<file path="src/rtl/snpi_pkg.sv">
package snpi_pkg;

    // ==========================================================
    // Lane modes
    // ==========================================================
    localparam logic [1:0] MODE_SINGLE = 2'h0;
    localparam logic [1:0] MODE_DUAL   = 2'h1;
    localparam logic [1:0] MODE_QUAD   = 2'h2;

    // ==========================================================
    // Serial framing
    // ==========================================================
    localparam int         BYTE_BITS   = 8;
    localparam logic [3:0] CNT_ZERO    = 4'h0;
    localparam logic [3:0] CNT_FULL    = 4'h8;
    localparam logic [7:0] BYTE_RESET  = 8'h00;
    localparam logic [3:0] OE_NONE     = 4'h0;
    localparam logic [3:0] OE_SINGLE   = 4'h2;
    localparam logic [3:0] OE_DUAL     = 4'h3;
    localparam logic [3:0] OE_QUAD     = 4'hF;

    // Bits moved per clock edge for a lane mode
    function automatic logic [3:0] lane_step(input logic [1:0] mode);
        case (mode)
            MODE_DUAL: lane_step = 4'h2;
            MODE_QUAD: lane_step = 4'h4;
            default:   lane_step = 4'h1;
        endcase
    endfunction

endpackage

</file>
<file path="src/rtl/snpi_ctl_if.sv">
`timescale 1ns/1ps
`default_nettype none
interface snpi_ctl_if;
    logic sclk;
    logic hold_n;
    logic selected;
    logic quad_cmd;
    logic deselect;
    logic paused;
    logic quad_lock;

    modport pause
    (
        input  sclk,
        input  hold_n,
        input  selected,
        input  quad_cmd,
        input  deselect,
        output paused,
        output quad_lock
    );

    modport top
    (
        output sclk,
        output hold_n,
        output selected,
        output quad_cmd,
        output deselect,
        input  paused,
        input  quad_lock
    );
endinterface
`default_nettype wire

</file>
<file path="src/rtl/snpi_pause.sv">
`timescale 1ns/1ps
`default_nettype none
module snpi_pause
(
    input  wire logic  ref_clk,
    input  wire logic  rst_b,
    snpi_ctl_if.pause  ctl
);

    logic paused_q;
    logic quad_lock_q;
    logic want_pause;

    assign ctl.paused    = paused_q;
    assign ctl.quad_lock = quad_lock_q;

    // ==========================================================
    // Quad lock
    // ==========================================================
    // quad takes pause pin
    always_ff @(posedge ref_clk)
    begin
        if (!rst_b || ctl.deselect)
            quad_lock_q <= 1'b0;
        else if (ctl.selected && ctl.quad_cmd)
            quad_lock_q <= 1'b1;
    end

    // ==========================================================
    // Pause state
    // ==========================================================
    // pause only while selected
    assign want_pause = ctl.selected && !ctl.hold_n && !quad_lock_q;

    always_ff @(posedge ref_clk)
    begin
        if (!rst_b || ctl.deselect || quad_lock_q)
            paused_q <= 1'b0;
        else if (!ctl.sclk)
            paused_q <= want_pause;
    end
endmodule
`default_nettype wire

</file>
<file path="src/rtl/snpi_top.sv">
`timescale 1ns/1ps
`default_nettype none
module snpi_top
(
    input  wire logic       ref_clk,
    input  wire logic       rst_b,
    input  wire logic       cs_n,
    input  wire logic       sclk,
    input  wire logic [3:0] io_i,
    output logic      [3:0] io_o,
    output logic      [3:0] io_oe,
    input  wire logic [1:0] lane_mode,
    input  wire logic       quad_cmd,
    input  wire logic       drive_phase,
    input  wire logic [7:0] tx_byte,
    input  wire logic       wp_enable,
    input  wire logic [3:0] block_protect_field,
    input  wire logic [1:0] status_protect_field,
    input  wire logic       busy_in,
    output logic            selected,
    output logic [7:0]      rx_byte,
    output logic            rx_valid,
    output logic            tx_take,
    output logic            paused,
    output logic            prot_reg_guard,
    output logic            write_block,
    output logic            region_guard,
    output logic            quad_enabled,
    output logic            internal_busy
);

    logic       sclk_q;
    logic       cs_n_q;
    logic       armed_q;
    logic [7:0] rx_sh_q;
    logic [3:0] rx_cnt_q;
    logic [7:0] tx_sh_q;
    logic [3:0] tx_cnt_q;
    logic       rise;
    logic       fall;
    logic       sel;
    logic       live;
    logic       out_en;
    logic [1:0] eff_mode;
    logic [3:0] step;
    logic [7:0] rx_d;
    logic [3:0] rx_cnt_d;
    logic [7:0] tx_word;
    logic       wp_n;

    snpi_ctl_if ctl ();

    snpi_pause u_pause
    (
        .ref_clk (ref_clk),
        .rst_b   (rst_b),
        .ctl     (ctl)
    );

    // ==========================================================
    // Pin edges and selection
    // ==========================================================
    // both idle levels give same edges
    always_ff @(posedge ref_clk)
    begin
        if (!rst_b)
        begin
            sclk_q <= 1'b0;
            cs_n_q <= 1'b0;
        end
        else
        begin
            sclk_q <= sclk;
            cs_n_q <= cs_n;
        end
    end

    assign rise = sclk && !sclk_q;
    assign fall = !sclk && sclk_q;

    // arm only on a seen falling edge
    always_ff @(posedge ref_clk)
    begin
        if (!rst_b)
            armed_q <= 1'b0;
        else if (cs_n_q && !cs_n)
            armed_q <= 1'b1;
    end

    assign sel = armed_q && !cs_n;

    assign ctl.sclk     = sclk;
    // pause input relies on host drive
    assign ctl.hold_n   = io_i[3];
    assign ctl.selected = sel;
    assign ctl.quad_cmd = quad_cmd && !wp_enable;
    assign ctl.deselect = cs_n;

    assign live = sel && !ctl.paused;

    // quad lanes only under quad lock
    assign eff_mode = (lane_mode == snpi_pkg::MODE_QUAD && (!ctl.quad_lock || wp_enable))
                    ? snpi_pkg::MODE_SINGLE : lane_mode;
    assign step     = snpi_pkg::lane_step(eff_mode);

    assign out_en = live && drive_phase;

    // ==========================================================
    // Receive shifter
    // ==========================================================
    always_comb
    begin
        rx_cnt_d = rx_cnt_q + step;
        case (eff_mode)
            snpi_pkg::MODE_DUAL: rx_d = {rx_sh_q[5:0], io_i[1:0]};
            snpi_pkg::MODE_QUAD: rx_d = {rx_sh_q[3:0], io_i[3:0]};
            default:             rx_d = {rx_sh_q[6:0], io_i[0]};
        endcase
    end

    // wide lanes sample on rising edge
    always_ff @(posedge ref_clk)
    begin
        if (!rst_b || cs_n)
        begin
            rx_sh_q  <= snpi_pkg::BYTE_RESET;
            rx_cnt_q <= snpi_pkg::CNT_ZERO;
            rx_byte  <= snpi_pkg::BYTE_RESET;
            rx_valid <= 1'b0;
        end
        else
        begin
            rx_valid <= 1'b0;
            if (rise && live && !drive_phase)
            begin
                rx_sh_q <= rx_d;
                if (rx_cnt_d == snpi_pkg::CNT_FULL)
                begin
                    rx_cnt_q <= snpi_pkg::CNT_ZERO;
                    rx_byte  <= rx_d;
                    rx_valid <= 1'b1;
                end
                else
                    rx_cnt_q <= rx_cnt_d;
            end
        end
    end

    // ==========================================================
    // Transmit shifter
    // ==========================================================
    assign tx_word = (tx_cnt_q == snpi_pkg::CNT_ZERO) ? tx_byte : tx_sh_q;

    // single lane changes on falling edge
    // wide lanes change on falling edge
    always_ff @(posedge ref_clk)
    begin
        if (!rst_b || cs_n)
        begin
            tx_sh_q  <= snpi_pkg::BYTE_RESET;
            tx_cnt_q <= snpi_pkg::CNT_ZERO;
            io_o     <= snpi_pkg::OE_NONE;
            tx_take  <= 1'b0;
        end
        else
        begin
            tx_take <= 1'b0;
            if (fall && out_en)
            begin
                tx_take  <= (tx_cnt_q == snpi_pkg::CNT_ZERO);
                tx_sh_q  <= tx_word << step;
                tx_cnt_q <= (tx_cnt_q + step) & 4'h7;
                case (eff_mode)
                    snpi_pkg::MODE_DUAL: io_o <= {2'h0, tx_word[7:6]};
                    snpi_pkg::MODE_QUAD: io_o <= tx_word[7:4];
                    default:             io_o <= {2'h0, tx_word[7], 1'b0};
                endcase
            end
        end
    end

    // ==========================================================
    // Output enables
    // ==========================================================
    // float everything when deselected
    // lanes as inputs outside output phase
    always_ff @(posedge ref_clk)
    begin
        if (!rst_b || cs_n || !out_en)
            io_oe <= snpi_pkg::OE_NONE;
        else
            case (eff_mode)
                snpi_pkg::MODE_DUAL: io_oe <= snpi_pkg::OE_DUAL;
                snpi_pkg::MODE_QUAD: io_oe <= snpi_pkg::OE_QUAD;
                default:             io_oe <= snpi_pkg::OE_SINGLE;
            endcase
    end

    // ==========================================================
    // Write protection and status
    // ==========================================================
    // Protect pin is data while quad owns it
    assign wp_n = ctl.quad_lock ? 1'b1 : io_i[2];

    always_ff @(posedge ref_clk)
    begin
        if (!rst_b)
        begin
            selected       <= 1'b0;
            paused         <= 1'b0;
            prot_reg_guard <= 1'b0;
            write_block    <= 1'b0;
            region_guard   <= 1'b0;
            quad_enabled   <= 1'b0;
            internal_busy  <= 1'b0;
        end
        else
        begin
            selected       <= sel;
            paused         <= ctl.paused;
            prot_reg_guard <= !wp_n;
            write_block    <= wp_enable && !io_i[2];
            // pin plus fields guard a region
            region_guard   <= !wp_n && (status_protect_field != 2'h0)
                              && (block_protect_field != 4'h0);
            quad_enabled   <= !wp_enable;
            internal_busy  <= busy_in;
        end
    end
endmodule
`default_nettype wire

</file>
<file path="config.mk">
export PLATFORM = sky130hd
export DESIGN_NAME = snpi_top
export DESIGN_NICKNAME = d
export VERILOG_FILES = /design/src/rtl/snpi_pkg.sv /design/src/rtl/snpi_ctl_if.sv /design/src/rtl/snpi_pause.sv /design/src/rtl/snpi_top.sv
export SDC_FILE = /design/constraint.sdc
export NUM_CORES = 1
export LEC_CHECK = 0
export ABC_AREA = 1
export BUFFER_PORTS_ARGS = -buffer_cell sky130_fd_sc_hd__buf_4
export CELL_PAD_IN_SITES_DETAIL_PLACEMENT = 0
export CELL_PAD_IN_SITES_GLOBAL_PLACEMENT = 1
export CORE_UTILIZATION = 34
export CTS_CLUSTER_SIZE = 10
export DETAILED_ROUTE_END_ITERATION = 12
export PLACE_DENSITY = 0.73
export SYNTH_ARGS = -nofsm -noshare
export SYNTH_HDL_FRONTEND = slang
export SYNTH_SLANG_ARGS = --single-unit
</file>
<file path="constraint.sdc">
create_clock -name ref_clk -period 2 [get_ports ref_clk]
set_input_delay 0.2 -clock ref_clk [delete_from_list [all_inputs] [get_ports ref_clk]]
set_output_delay 0.2 -clock ref_clk [all_outputs]
set_load 0.02 [all_outputs]
</file>
# [After elaboration in Yosys (flattened, before gate mapping)]
# Index checks and enable logic that the tools add are counted.
[totals] register_bits=52 input_bits=28 output_inout_bits=25 wordCells=78
[op_classes] add_sub_neg=2 n_eq_ne=4 n_shift=1 mux=9 bitwise=2 n_reduce_logical=39
[ops] operator="$logic_and A1 B1 Y1" n=17
[ops] operator="$pmux W4 S2" n=2
[ops] operator="$pmux W8 S2" n=1
[ops] operator="$logic_not A1 Y1" n=12
[ops] operator="$mux W8" n=1
[ops] operator="$shl A8 B4 Y8" n=1
[ops] operator="$pmux W3 S2" n=1
[ops] operator="$add A4 B4 Y4" n=1
[ops] operator="$eq A2 B2 Y1 const B" n=2
[ops] operator="$eq A4 B4 Y1 const B" n=1
[ops] operator="$logic_not A4 Y1" n=1
[ops] operator="$logic_or A1 B1 Y1" n=4
[ops] operator="$mux W4" n=1
[ops] operator="$reduce_bool A4 Y1" n=1
[ops] operator="$reduce_or A2 Y1" n=2
[ops] operator="$add A3 B3 Y3" n=1
[ops] operator="$eq A2 B1 Y1 const B" n=1
[ops] operator="$mux W1" n=2
[ops] operator="$mux W2" n=1
[ops] operator="$not A1 Y1" n=2
[ops] operator="$reduce_and A2 Y1" n=1
[ops] operator="$reduce_bool A2 Y1" n=1

# [Depth between registers and ports, before layout]
# Gate-level depths: netlist of run 1.
[logic_depth] word_depth=9 mapped_depth=17 mapped_depth_nobuf=16

# [Cells and area by module]
# From an unflattened synthesis of run 1, not the netlist that was laid out.
[hier_totals] cells_unflattened=380 area_unflattened_um2=2586.2
[by_module_without_submodules] mod="snpi_top" instances=1 cells_per_inst=366 area_per_inst_um2=2492.4 seq_area_each_um2=980.9
[by_module_without_submodules] mod="snpi_pause" instances=1 cells_per_inst=14 area_per_inst_um2=93.8 seq_area_each_um2=40.0

# [Worst setup path before layout of run 1]
# OpenSTA, ideal clock, no wires.
[synth_path] path_type="reg-to-reg" from="reg u_pause.quad_lock_q, in the netlist u_pause.ctl.quad_lock" to="reg rx_byte[3]" setup_time_ps=113 arrival_time_ps=2104 t_required_ps=1887 setup_slack_ps=-217 stages_incl_launch_ff=15 path_buffers=1 synth_period_minus_slack_ps=2217 path_cell_list="dfxtp_1 -> nand2_1 -> inv_1 -> nand2_2 -> nand2_2 -> inv_2 -> ha_1 -> inv_1 -> fa_1 -> nand2_1 -> nor2_2 -> nand4_2 -> buf_6 -> nor2_1 -> nor2_1"
[synth_between] elab_chain_len=9 elab_cells_between_ends=11 cone_classes="add/sub (1); eq/ne (3); mux (3); reduce/logical (4)"
[synth_lines] element="start: declaration" line_no="snpi_pause.sv:11" rtl="logic quad_lock_q;"
[synth_lines] element="start signal: assignment" line_no="snpi_pause.sv:24" rtl="quad_lock_q <= 1'b0;"
[synth_lines] element="start signal: assignment" line_no="snpi_pause.sv:26" rtl="quad_lock_q <= 1'b1;"
[synth_lines] element="$logic_not A1 Y1 *" line_no="snpi_top.sv:102" rtl="assign eff_mode = (lane_mode == snpi_pkg::MODE_QUAD && (!ctl.quad_lock || wp_enable))"
[synth_lines] element="$logic_or A1 B1 Y1 *" line_no="snpi_top.sv:102"
[synth_lines] element="$logic_and A1 B1 Y1 *" line_no="snpi_top.sv:102"
[synth_lines] element="$mux W2 *" line_no="snpi_top.sv:103" rtl="? snpi_pkg::MODE_SINGLE : lane_mode;"
[synth_lines] element="$eq A2 B2 Y1 / $eq A2 B1 Y1 (equally long branches)" line_no="snpi_pkg.sv:24, snpi_top.sv:114"
[synth_lines] element="$pmux W3 S2" line_no="snpi_pkg.sv:24" rtl="case (mode)"
[synth_lines] element="$add A4 B4 Y4" line_no="snpi_top.sv:113" rtl="rx_cnt_d = rx_cnt_q + step;"
[synth_lines] element="$eq A4 B4 Y1" line_no="snpi_top.sv:137" rtl="if (rx_cnt_d == snpi_pkg::CNT_FULL)"
[synth_lines] element="$reduce_and A2 Y1 (no line)"
[synth_lines] element="end signal: assignment" line_no="snpi_top.sv:128" rtl="rx_byte <= snpi_pkg::BYTE_RESET;"
[synth_lines] element="end signal: assignment" line_no="snpi_top.sv:140" rtl="rx_byte <= rx_d;"
[synth_lines] element="end: declaration" line_no="snpi_top.sv:21" rtl="output logic [7:0] rx_byte,"
# Every way passes the cells marked *; elsewhere a longest branch is shown, timed or not.
# A chain may end at the register's enable or synchronous reset.

# [Worst setup path after layout of run 1]
[layout_path] from="reg u_pause.quad_lock_q, in the netlist u_pause.ctl.quad_lock" to="reg rx_byte[0]"
[layout_between] elab_chain_len=9 elab_cells_between_ends=10 cone_classes="add/sub (1); eq/ne (3); mux (2); reduce/logical (4)"
[layout_lines] element="$logic_not A1 Y1 *" line_no="snpi_top.sv:102"
[layout_lines] element="$logic_or A1 B1 Y1 *" line_no="snpi_top.sv:102"
[layout_lines] element="$logic_and A1 B1 Y1 *" line_no="snpi_top.sv:102"
[layout_lines] element="$mux W2 *" line_no="snpi_top.sv:103"
[layout_lines] element="$eq A2 B2 Y1 / $eq A2 B1 Y1 (equally long branches)" line_no="snpi_pkg.sv:24"
[layout_lines] element="$pmux W3 S2 *" line_no="snpi_pkg.sv:24"
[layout_lines] element="$add A4 B4 Y4 *" line_no="snpi_top.sv:113"
[layout_lines] element="$eq A4 B4 Y1 *" line_no="snpi_top.sv:137"
[layout_lines] element="$reduce_and A2 Y1 (no line) *"
# Marks and branches as above.

==> results of run 1 <==
[metrics by stage]
| step | total power [mW] | cells | setup WS, ns | utilization |
|---|---|---|---|---|
| after floorplan | 1.140 | 353 | -0.07319 | - |
| after global placement | 1.229 | 504 | -0.02581 | 0.4395 |
| after detailed placement | 1.230 | 504 | -0.06655 | 0.4395 |
| after CTS | 1.827 | 512 | 0.01915 | 0.4525 |
| after global routing | 1.891 | 515 | -0.1128 | 0.4667 |
| final | 1.803 | 515 | 0.01006 | 0.4667 |
[path summary, 6_finish.rpt]
| kind | start | to | slack, ns | cells after the start |
|---|---|---|---|---|
| worst max-delay path | u_pause.ctl.quad_lock$_SDFFE_PP0P_ | rx_byte[0]$_SDFFE_PP0P_ | 0.01 | 16 |
| worst min-delay path | busy_in | internal_busy$_SDFF_PN0_ | 0.07 | 3 |
| worst max register to register | u_pause.ctl.quad_lock$_SDFFE_PP0P_ | rx_byte[0]$_SDFFE_PP0P_ | 0.01 | 16 |
| worst min register to register | u_pause.ctl.paused$_SDFFE_PP0N_ | paused$_SDFF_PN0_ | 0.44 | 2 |
[per-layer routing]
layer | vias up | routed length, µm | track usage
li1 | 1234 | - | -
met1 | 1086 | 2917 | 0.2229
met2 | 39 | 2866 | 0.2842
met3 | 7 | 218 | 0.04265
met4 | 0 | 69 | 0.04697
met5 | - | 0 | 0
[kinds of logic after synthesis]
group           Yosys count  share of synthesized area
compound gates           48                     0.1071
xor+xnor                  1                   0.003570
fa+ha+maj                 6                    0.03672
buf+inv                  67                     0.1142
flops                    51                     0.4161
simple gates            180                     0.3223
[Yosys cell counts]
cell | count | share of area
a21oi_1 | 20 | 0.041
a31oi_1 | 1 | 0.0026
buf_2 | 5 | 0.010
buf_4 | 2 | 0.0061
buf_6 | 2 | 0.0092
clkbuf_1 | 1 | 0.0015
clkinv_1 | 1 | 0.0015
dfxtp_1 | 51 | 0.42
fa_1 | 2 | 0.016
ha_1 | 4 | 0.020
inv_1 | 52 | 0.080
inv_2 | 4 | 0.0061
nand2_1 | 89 | 0.14
nand2_2 | 3 | 0.0076
nand3_1 | 25 | 0.051
nand3_2 | 2 | 0.0082
nand3b_1 | 2 | 0.0061
nand4_1 | 1 | 0.0026
nand4_2 | 1 | 0.0051
nor2_1 | 43 | 0.066
nor2_2 | 5 | 0.013
nor2_4 | 3 | 0.014
nor3_1 | 4 | 0.0082
nor4_1 | 1 | 0.0026
o2111a_1 | 1 | 0.0046
o211ai_1 | 6 | 0.018
o21ai_0 | 19 | 0.039
o21ai_1 | 1 | 0.0020
or2_2 | 1 | 0.0026
xor2_1 | 1 | 0.0036
[timing repair]
item | CTS | global route
setup endpoints to repair | 2 | 10
pin swaps | 0 | 6
hold buffers | 0 | 0
gates resized for setup | 1 | 24
setup buffers | 0 | 2
gates cloned | 0 | 1
[report_power, final]
part / leakage (nW) / internal (mW) / total [mW] / switching (mW)
Clock: 0.0412 / 0.245 / 0.591 / 0.346
Combinational: 1.05 / 0.0810 / 0.183 / 0.102
Sequential: 0.413 / 1.03 / 1.03 / 0.00373
Total: 1.50 / 1.35 / 1.80 / 0.451
[state kept, by name (all words and copies together) (netlist names), 3 cells and up]
register	count
rx_byte	8
tx_sh_q	8
rx_sh_q	7
io_o	4
rx_cnt_q	4
io_oe	3
tx_cnt_q	3
[worst reg2reg max path, delay by kind of cell, from the launching register on]
kind	cells	cell delay [ns]
AND/OR/NAND/NOR	8	0.60
buffers and inverters	6	0.38
adder cells (fa/ha/maj)	2	0.63
flip-flops	1	0.33
[cell type report]
cell class,count,area share
timing repair buffer,68,0.1628
inverter,57,0.06909
tap,96,0.03747
multi-input combinational,235,0.3852
sequential,51,0.3189
clock buffer,6,0.02264
clock inverter,2,0.003903
==> reports/results.ini, run 1 <==
[run_status]
status=completed

[cells_and_area]
final_common_cell=nand2_1
antenna_cells=0
multi_input_area_um2=1235
stdcell_area_um2=3206
final_nets=452
drive_gt1_frac=0.2673
final-seq-area_um2=1022
synthToLayoutAreaGrowth_pct=30.65
final_cell_mix=nand2_1 (82), buf_4 (65), dfxtp_1 (50)
nFillCells=729

[timing]
finalMaxSlewViolations=0
skew_ns=0.008462
rsz0062_at_grt=yes
worstMarginPinSlew_ns=0.3698
setup_viol=0
relSlewSlack=0.7531
hold_viol_final=0
fin_hold_ws_ns=0.06736
max_clock_freq_mhz=502.5
period_minus_slack_ns=1.990
fin_crit_sh=0.9950
final.setup.tns_ns=0

[floorplan]
die_area_um2=7560
io_pins=53
num_rows=30
coreArea_um2=6869
dieHeight_um=86.95
die_w_um=86.95
initial_utilization=0.3572

[worst_setup_path]
cp_max_fo=3
crit_buf_inv=6
path_cells=nand2_1 > inv_1 > nand2_2 > nand2_4 > clkinv_4 > ha_4 > inv_2 > fa_1 > nand2_2 > nor2_4 > buf_4 > buf_6 > inv_4 > nor2_4 > nor2_2 > nor2_1
cp_slowest_stage_delay_ns=0.51
critical_path_required_ns=2.25
path_delay_family=adder cells
worst_setup_path_end_kind=flop
crit_path_start_kind=flop
critPathKind=reg -> reg
arrival_ns=2.24
cp_slowest_cell=fa_1

[global_route]
grt_max_degree=24
grt_pass1_vias=2188
grt_use_total=0.1721
grt_overflow=0
antenna_found_initial=0
grt_pass1_wl_um=10160

[power_and_ir_drop]
vdd_drop_max_mv=0.3869
power_leakage_nw=1.502
powerDensity_nw_per_um2=562.6

[drt]
drc=0
antenna_left=0
drt_iter0_markers=80
dr.pass1.iters=4
vias_per_cell=4.594
wirelength_um=6072
wl_per_cell_um=11.79
dr_total_vias=2366

[placed_design]
dpl.hpwl_um=4387
io_buffers=52
dpl_cell_area_um2=3019
gp_congestion=0.7729

[clocking]
numClockSinks=51
clk_latency_ns=0.31
cts_root_buf=clkbuf_8
clockBufferDepth=2
numCtsBuffers=5
cts_tree=done
h-tree-depth=2
clk_pin_slew_ns=0.09

[synthesis]
synth_area_um2=2454
syn_nets=387
synth-seq-cells=51
ys_seq_area_frac=0.4161
synth_cells=353
ys.warnings.count=0
synthDistinctLibCells=30
avgSynthCellArea_um2=6.951

[min_path]
hp-class=in -> reg

[run]
maxCapViolations=0

No activity file was read; power rests on OpenSTA's default activity.
==> inputs of run 2 (changes only) <==
==> constraint.sdc (replaced) <==
create_clock -name ref_clk -period 1.77 [get_ports ref_clk]
set_input_delay 0.177 -clock ref_clk [delete_from_list [all_inputs] [get_ports ref_clk]]
set_output_delay 0.177 -clock ref_clk [all_outputs]
set_load 0.02 [all_outputs]
==> reports/results.ini, run 2 (synthesis results as in run 1) <==
[worst_setup_path]
critical_path_required_ns=1.98  ; -0.27 ns
arrival_ns=2.25  ; about the same
critPathKind=reg -> reg
path_common_cell=nand2_1
cp_slowest_cell=fa_1
cp_slowest_stage_delay_ns=0.40  ; -0.11 ns
cp_max_fo=6  ; +3
path_cells=nand2_1 > inv_1 > nand2_2 > nand2_4 > clkinv_4 > ha_4 > inv_2 > fa_1 > nand2_1 > nand2_1 > nor2_2 > nand4_2 > buf_2 > nor2_1 > nor2_1
crit_path_start_kind=flop
worst_setup_path_end_kind=flop

[clocking]
clk_latency_ns=0.30  ; about the same
clk_pin_slew_ns=0.10  ; about the same
numClockSinks=51  ; unchanged
cts_root_buf=clkbuf_8
h-tree-depth=2  ; unchanged
numCtsBuffers=5  ; unchanged
postCtsHoldBufs=0  ; unchanged
cts_tree=done
clockBufferDepth=2  ; unchanged

[timing]
setup_viol=10  ; +10
hold_viol_final=0  ; unchanged
rsz0062_at_grt=yes
fin_hold_ws_ns=0.05506  ; -0.01230 ns
final.setup.tns_ns=-2.218  ; -2.218 ns
skew_ns=0.007251  ; -0.001210 ns
relSlewSlack=0.7541  ; +0.001013
setup_ws_ns=-0.2724  ; -0.2825 ns
max_clock_freq_mhz=489.6  ; -2.6%
worstMarginPinSlew_ns=0.3683  ; -0.001517 ns
fin_crit_sh=1.154  ; +0.1589
finalMaxSlewViolations=0  ; unchanged
period_minus_slack_ns=2.042  ; +0.05246 ns

[drt]
dr_total_vias=2319  ; -2.0%
antenna_left=0  ; unchanged
dr.pass1.iters=4  ; unchanged
drt_iter0_markers=125  ; +56%
wirelength_um=6021  ; -0.84%
wl_per_cell_um=11.62  ; -1.4%
drc=0  ; unchanged
vias_per_cell=4.477  ; -2.6%

[global_route]
grt_overflow=0  ; unchanged
grt_pass1_vias=2135  ; -2.4%
antenna_found_initial=0  ; unchanged
grt_use_total=0.1710  ; -0.001104
grt_pass1_wl_um=10070  ; -0.81%
grt_max_degree=23  ; -4.2%

[cells_and_area]
fin_cells=518  ; +0.58%
final_cell_mix=nand2_1 (87), buf_4 (69), inv_1 (50), dfxtp_1 (50), nor2_1 (41)
drive_gt1_frac=0.2583  ; -0.009009
stdcell_area_um2=3242  ; +1.1%
reg_top3=rx_byte (8), tx_sh_q (8), rx_sh_q (7)
synthToLayoutAreaGrowth_pct=32.13
multi_input_area_um2=1210  ; -2.0%
final_common_cell=nand2_1
final_nets=455  ; +0.66%
final-seq-area_um2=1022  ; unchanged
antenna_cells=0  ; unchanged
nFillCells=733  ; +0.55%

[run_status]
violations=negative setup slack
status=finished, violations left

[floorplan]
die_w_um=86.95  ; unchanged
num_rows=30  ; unchanged
coreArea_um2=6869  ; unchanged
initial_utilization=0.3572  ; unchanged
io_pins=53  ; unchanged
dieHeight_um=86.95  ; unchanged
die_area_um2=7560  ; unchanged

[min_path]
hp-class=in -> reg

[power_and_ir_drop]
powerDensity_nw_per_um2=721.1  ; +28%
power_leakage_nw=1.519  ; +1.1%
vdd_drop_max_mv=0.4857  ; +26%
power_mw=2.338  ; +30%

[placed_design]
dpl.hpwl_um=4262  ; -2.8%
dpl_cell_area_um2=3042  ; +0.75%
placed_cells=507  ; +0.60%
io_buffers=52  ; unchanged
gp_congestion=0.8214  ; +6.3%

[run]
maxCapViolations=0  ; unchanged

[run 2: cell count changes in the layout (fill, tap and decap cells not counted), moves of 2 or more]
| cell | delta |
|---|---|
| bufinv_16 | +2 |
| buf_4 | +4 |
| nand2_2 | -6 |
| nand2_1 | +5 |
| buf_6 | -2 |
[run 2: repair_timing]
| item | 4_1_cts | 5_1_grt |
|---|---|---|
| pin swaps | 4 | 10 |
| endpoints found under the setup margin | 11 | 12 |
| gates cloned | 0 | 1 |
| buffers inserted | 2 | 3 |
| resized for setup | 8 | 7 |
[run 2: final timing paths]
check,cells past startpoint,to,start,slack (ns)
worst min register to register,2,paused$_SDFF_PN0_,u_pause.ctl.paused$_SDFFE_PP0N_,0.45
worst min-delay path,3,internal_busy$_SDFF_PN0_,busy_in,0.06
worst max-delay path,15,rx_byte[3]$_SDFFE_PP0P_,u_pause.ctl.quad_lock$_SDFFE_PP0P_,-0.27
worst max register to register,15,rx_byte[3]$_SDFFE_PP0P_,u_pause.ctl.quad_lock$_SDFFE_PP0P_,-0.27
[run 2: per-layer routing]
metal	wire, µm	vias to the layer above	GRT usage
met4	46	0	0.04091
met1	3009	1046	0.2268
met2	2809	30	0.2878
met5	0	-	0
li1	-	1238	-
met3	154	5	0.03033
[run 2: through the flow]
| stage | worst slack (ns) | utilization |
|---|---|---|
| 3_5_place_dp | -0.2655 | 0.4428 |
| 3_3_place_gp | -0.2161 | 0.4428 |
| 6_report | -0.2724 | 0.4719 |
| 2_1_floorplan | -0.3032 | - |
| 5_1_grt | -0.4179 | 0.4719 |
| 4_1_cts | -0.2356 | 0.4690 |
[run 2: power by group]
part / leakage (nW) / internal [mW] / switching (mW) / total [mW]
logic: 1.04 / 0.0904 / 0.113 / 0.203
registers: 0.413 / 1.16 / 0.00425 / 1.16
clock network: 0.0644 / 0.564 / 0.407 / 0.971
[run 2: cell type report]
class                   count  area share
clock buffers               5     0.02123
clock inverters             3     0.02084
repair buffers             71      0.1648
multi-input cells         235      0.3732
flip-flops and latches     51      0.3153
inverters                  57     0.06754
well taps                  96     0.03705
[run 2: worst max-delay path, delay by kind of cell, from the launching register on]
family                   cells  cell delay (ns)
adder cells (fa/ha/maj)      2             0.52
buffers and inverters        4             0.32
flip-flops                   1             0.33
AND/OR/NAND/NOR              9             0.80
==> inputs of run 3 (changes only) <==
==> constraint.sdc (replaced) <==
create_clock -name ref_clk -period 1.8 [get_ports ref_clk]
set_input_delay 0.18 -clock ref_clk [delete_from_list [all_inputs] [get_ports ref_clk]]
set_output_delay 0.18 -clock ref_clk [all_outputs]
set_load 0.02 [all_outputs]
==> reports/results.ini, run 3 (synthesis results as in run 1) <==
[floorplan]
dieHeight_um=86.95  ; unchanged
initial_utilization=0.3572  ; unchanged
num_rows=30  ; unchanged
coreArea_um2=6869  ; unchanged
io_pins=53  ; unchanged
die_area_um2=7560  ; unchanged
die_w_um=86.95  ; unchanged

[cells_and_area]
drive_gt1_frac=0.2820  ; +0.02370
final_cell_mix=nand2_1 (81), buf_4 (69), inv_1 (51)
fin_util=0.4801  ; +0.008197
synthToLayoutAreaGrowth_pct=34.42
reg_top3=rx_byte (8), tx_sh_q (8), rx_sh_q (7)
final_nets=455  ; unchanged
final_common_cell=nand2_1
antenna_cells=0  ; unchanged

[worst_setup_path]
critPathKind=reg -> reg
worst_setup_path_end_kind=flop
cp_max_fo=7  ; +1
critical_path_required_ns=2.01  ; +0.03 ns
arrival_ns=2.27  ; +0.02 ns
crit_path_start_kind=flop

[timing]
rsz0062_at_grt=yes
hold_viol_final=0  ; unchanged
relSlewSlack=0.7673  ; +0.01323
setup_ws_ns=-0.2609  ; +0.01151 ns
fin_crit_sh=1.145  ; -0.008960
setup_viol=11  ; +1
finalMaxSlewViolations=0  ; unchanged
worstMarginPinSlew_ns=0.3454  ; -0.02295 ns
max_clock_freq_mhz=485.2  ; -0.90%
final.setup.tns_ns=-2.195  ; +0.02259 ns
skew_ns=0.004636  ; -0.002615 ns
fin_hold_ws_ns=0.04646  ; -0.008605 ns
period_minus_slack_ns=2.061  ; +0.01849 ns

[min_path]
hp-class=in -> reg

[global_route]
grt_pass1_vias=2172  ; +1.7%
grt_pass1_wl_um=10250  ; +1.8%
grt_max_degree=18  ; -22%
antenna_found_initial=0  ; unchanged
grt_use_total=0.1739  ; +0.002915
grt_overflow=0  ; unchanged

[clocking]
clk_pin_slew_ns=0.09  ; about the same
cts_root_buf=clkbuf_8
numCtsBuffers=5  ; unchanged
clk_latency_ns=0.31  ; about the same
numClockSinks=51  ; unchanged
postCtsHoldBufs=0  ; unchanged
cts_tree=done
h-tree-depth=2  ; unchanged
clockBufferDepth=2  ; unchanged

[run]
maxCapViolations=0  ; unchanged

[drt]
dr.pass1.iters=4  ; unchanged
wirelength_um=6014  ; -0.12%
dr_total_vias=2345  ; +1.1%
vias_per_cell=4.527  ; +1.1%
drt_iter0_markers=124  ; -0.80%
antenna_left=0  ; unchanged
wl_per_cell_um=11.61  ; -0.12%
drc=0  ; unchanged

[power_and_ir_drop]
powerDensity_nw_per_um2=662.5  ; -8.1%
vdd_drop_max_mv=0.3166  ; -35%
power_leakage_nw=1.543  ; +1.6%

[placed_design]
gp_congestion=0.8240  ; +0.32%
dpl.hpwl_um=4317  ; +1.3%
io_buffers=52  ; unchanged
dpl_worst_slack_ns=-0.2469  ; +0.01866 ns

[run_status]
status=finished, violations left
violations=negative setup slack

[run 3: repair_timing]
action	CTS	global route
buffers inserted	0	1
gates resized for setup	3	22
cloned	0	1
setup endpoints to repair	11	12
pin swaps	0	7
[run 3: final timing paths]
kind                                      startpoint                       end  slack [ns]  cells past startpoint
hold reg to reg      u_pause.ctl.paused$_SDFFE_PP0N_         paused$_SDFF_PN0_        0.44                      2
setup / recovery  u_pause.ctl.quad_lock$_SDFFE_PP0P_   rx_byte[3]$_SDFFE_PP0P_       -0.26                     14
setup reg to reg  u_pause.ctl.quad_lock$_SDFFE_PP0P_   rx_byte[3]$_SDFFE_PP0P_       -0.26                     14
hold / removal                               busy_in  internal_busy$_SDFF_PN0_        0.05                      3
[run 3: area by class of cell]
cell class,instances,area (µm²)
clock buffers,6,82.58
clock inverters,2,35.03
fillers,744,3571
inverters,57,219.0
multi-input cells,235,1256
flip-flops and latches,51,1022
well taps,96,120.1
repair buffers,71,563.0
[run 3: power by group]
| group | leakage, nW | total, mW | internal (mW) | switching, mW |
|---|---|---|---|---|
| sequential | 0.413 | 1.14 | 1.14 | 0.00409 |
| combinational | 1.07 | 0.200 | 0.0899 | 0.110 |
| clock | 0.0612 | 0.841 | 0.450 | 0.390 |
| total | 1.54 | 2.18 | 1.68 | 0.505 |
[run 3: critical path, cell delays in order (launching register included)]
cell	delay, ns
dfxtp_2	0.33
nand2_1	0.05
inv_1	0.04
nand2_2	0.07
nand2_4	0.06
clkinv_4	0.05
ha_4	0.12
inv_2	0.03
fa_1	0.54
nand2_2	0.07
nor2_4	0.14
nand4_4	0.13
buf_12	0.17
nor2_1	0.12
nor2_2	0.04
[run 3: layer usage]
metal  global-route usage  vias to the layer above  share of wire
met3              0.02938                        6          0.031
met1               0.2386                     1056           0.50
li1                     -                     1239              -
met2               0.2799                       44           0.46
met5                    0                        -              0
met4              0.05000                        0          0.012
[run 3: through the flow]
stage               std cells  area [µm²]  power [mW]
global route              518        3298       2.270
CTS                       516        3197       2.211
detailed placement        508        3062       1.367
finish                    518        3298       2.185
floorplan                 353        2477       1.267
global placement          508        3062       1.368
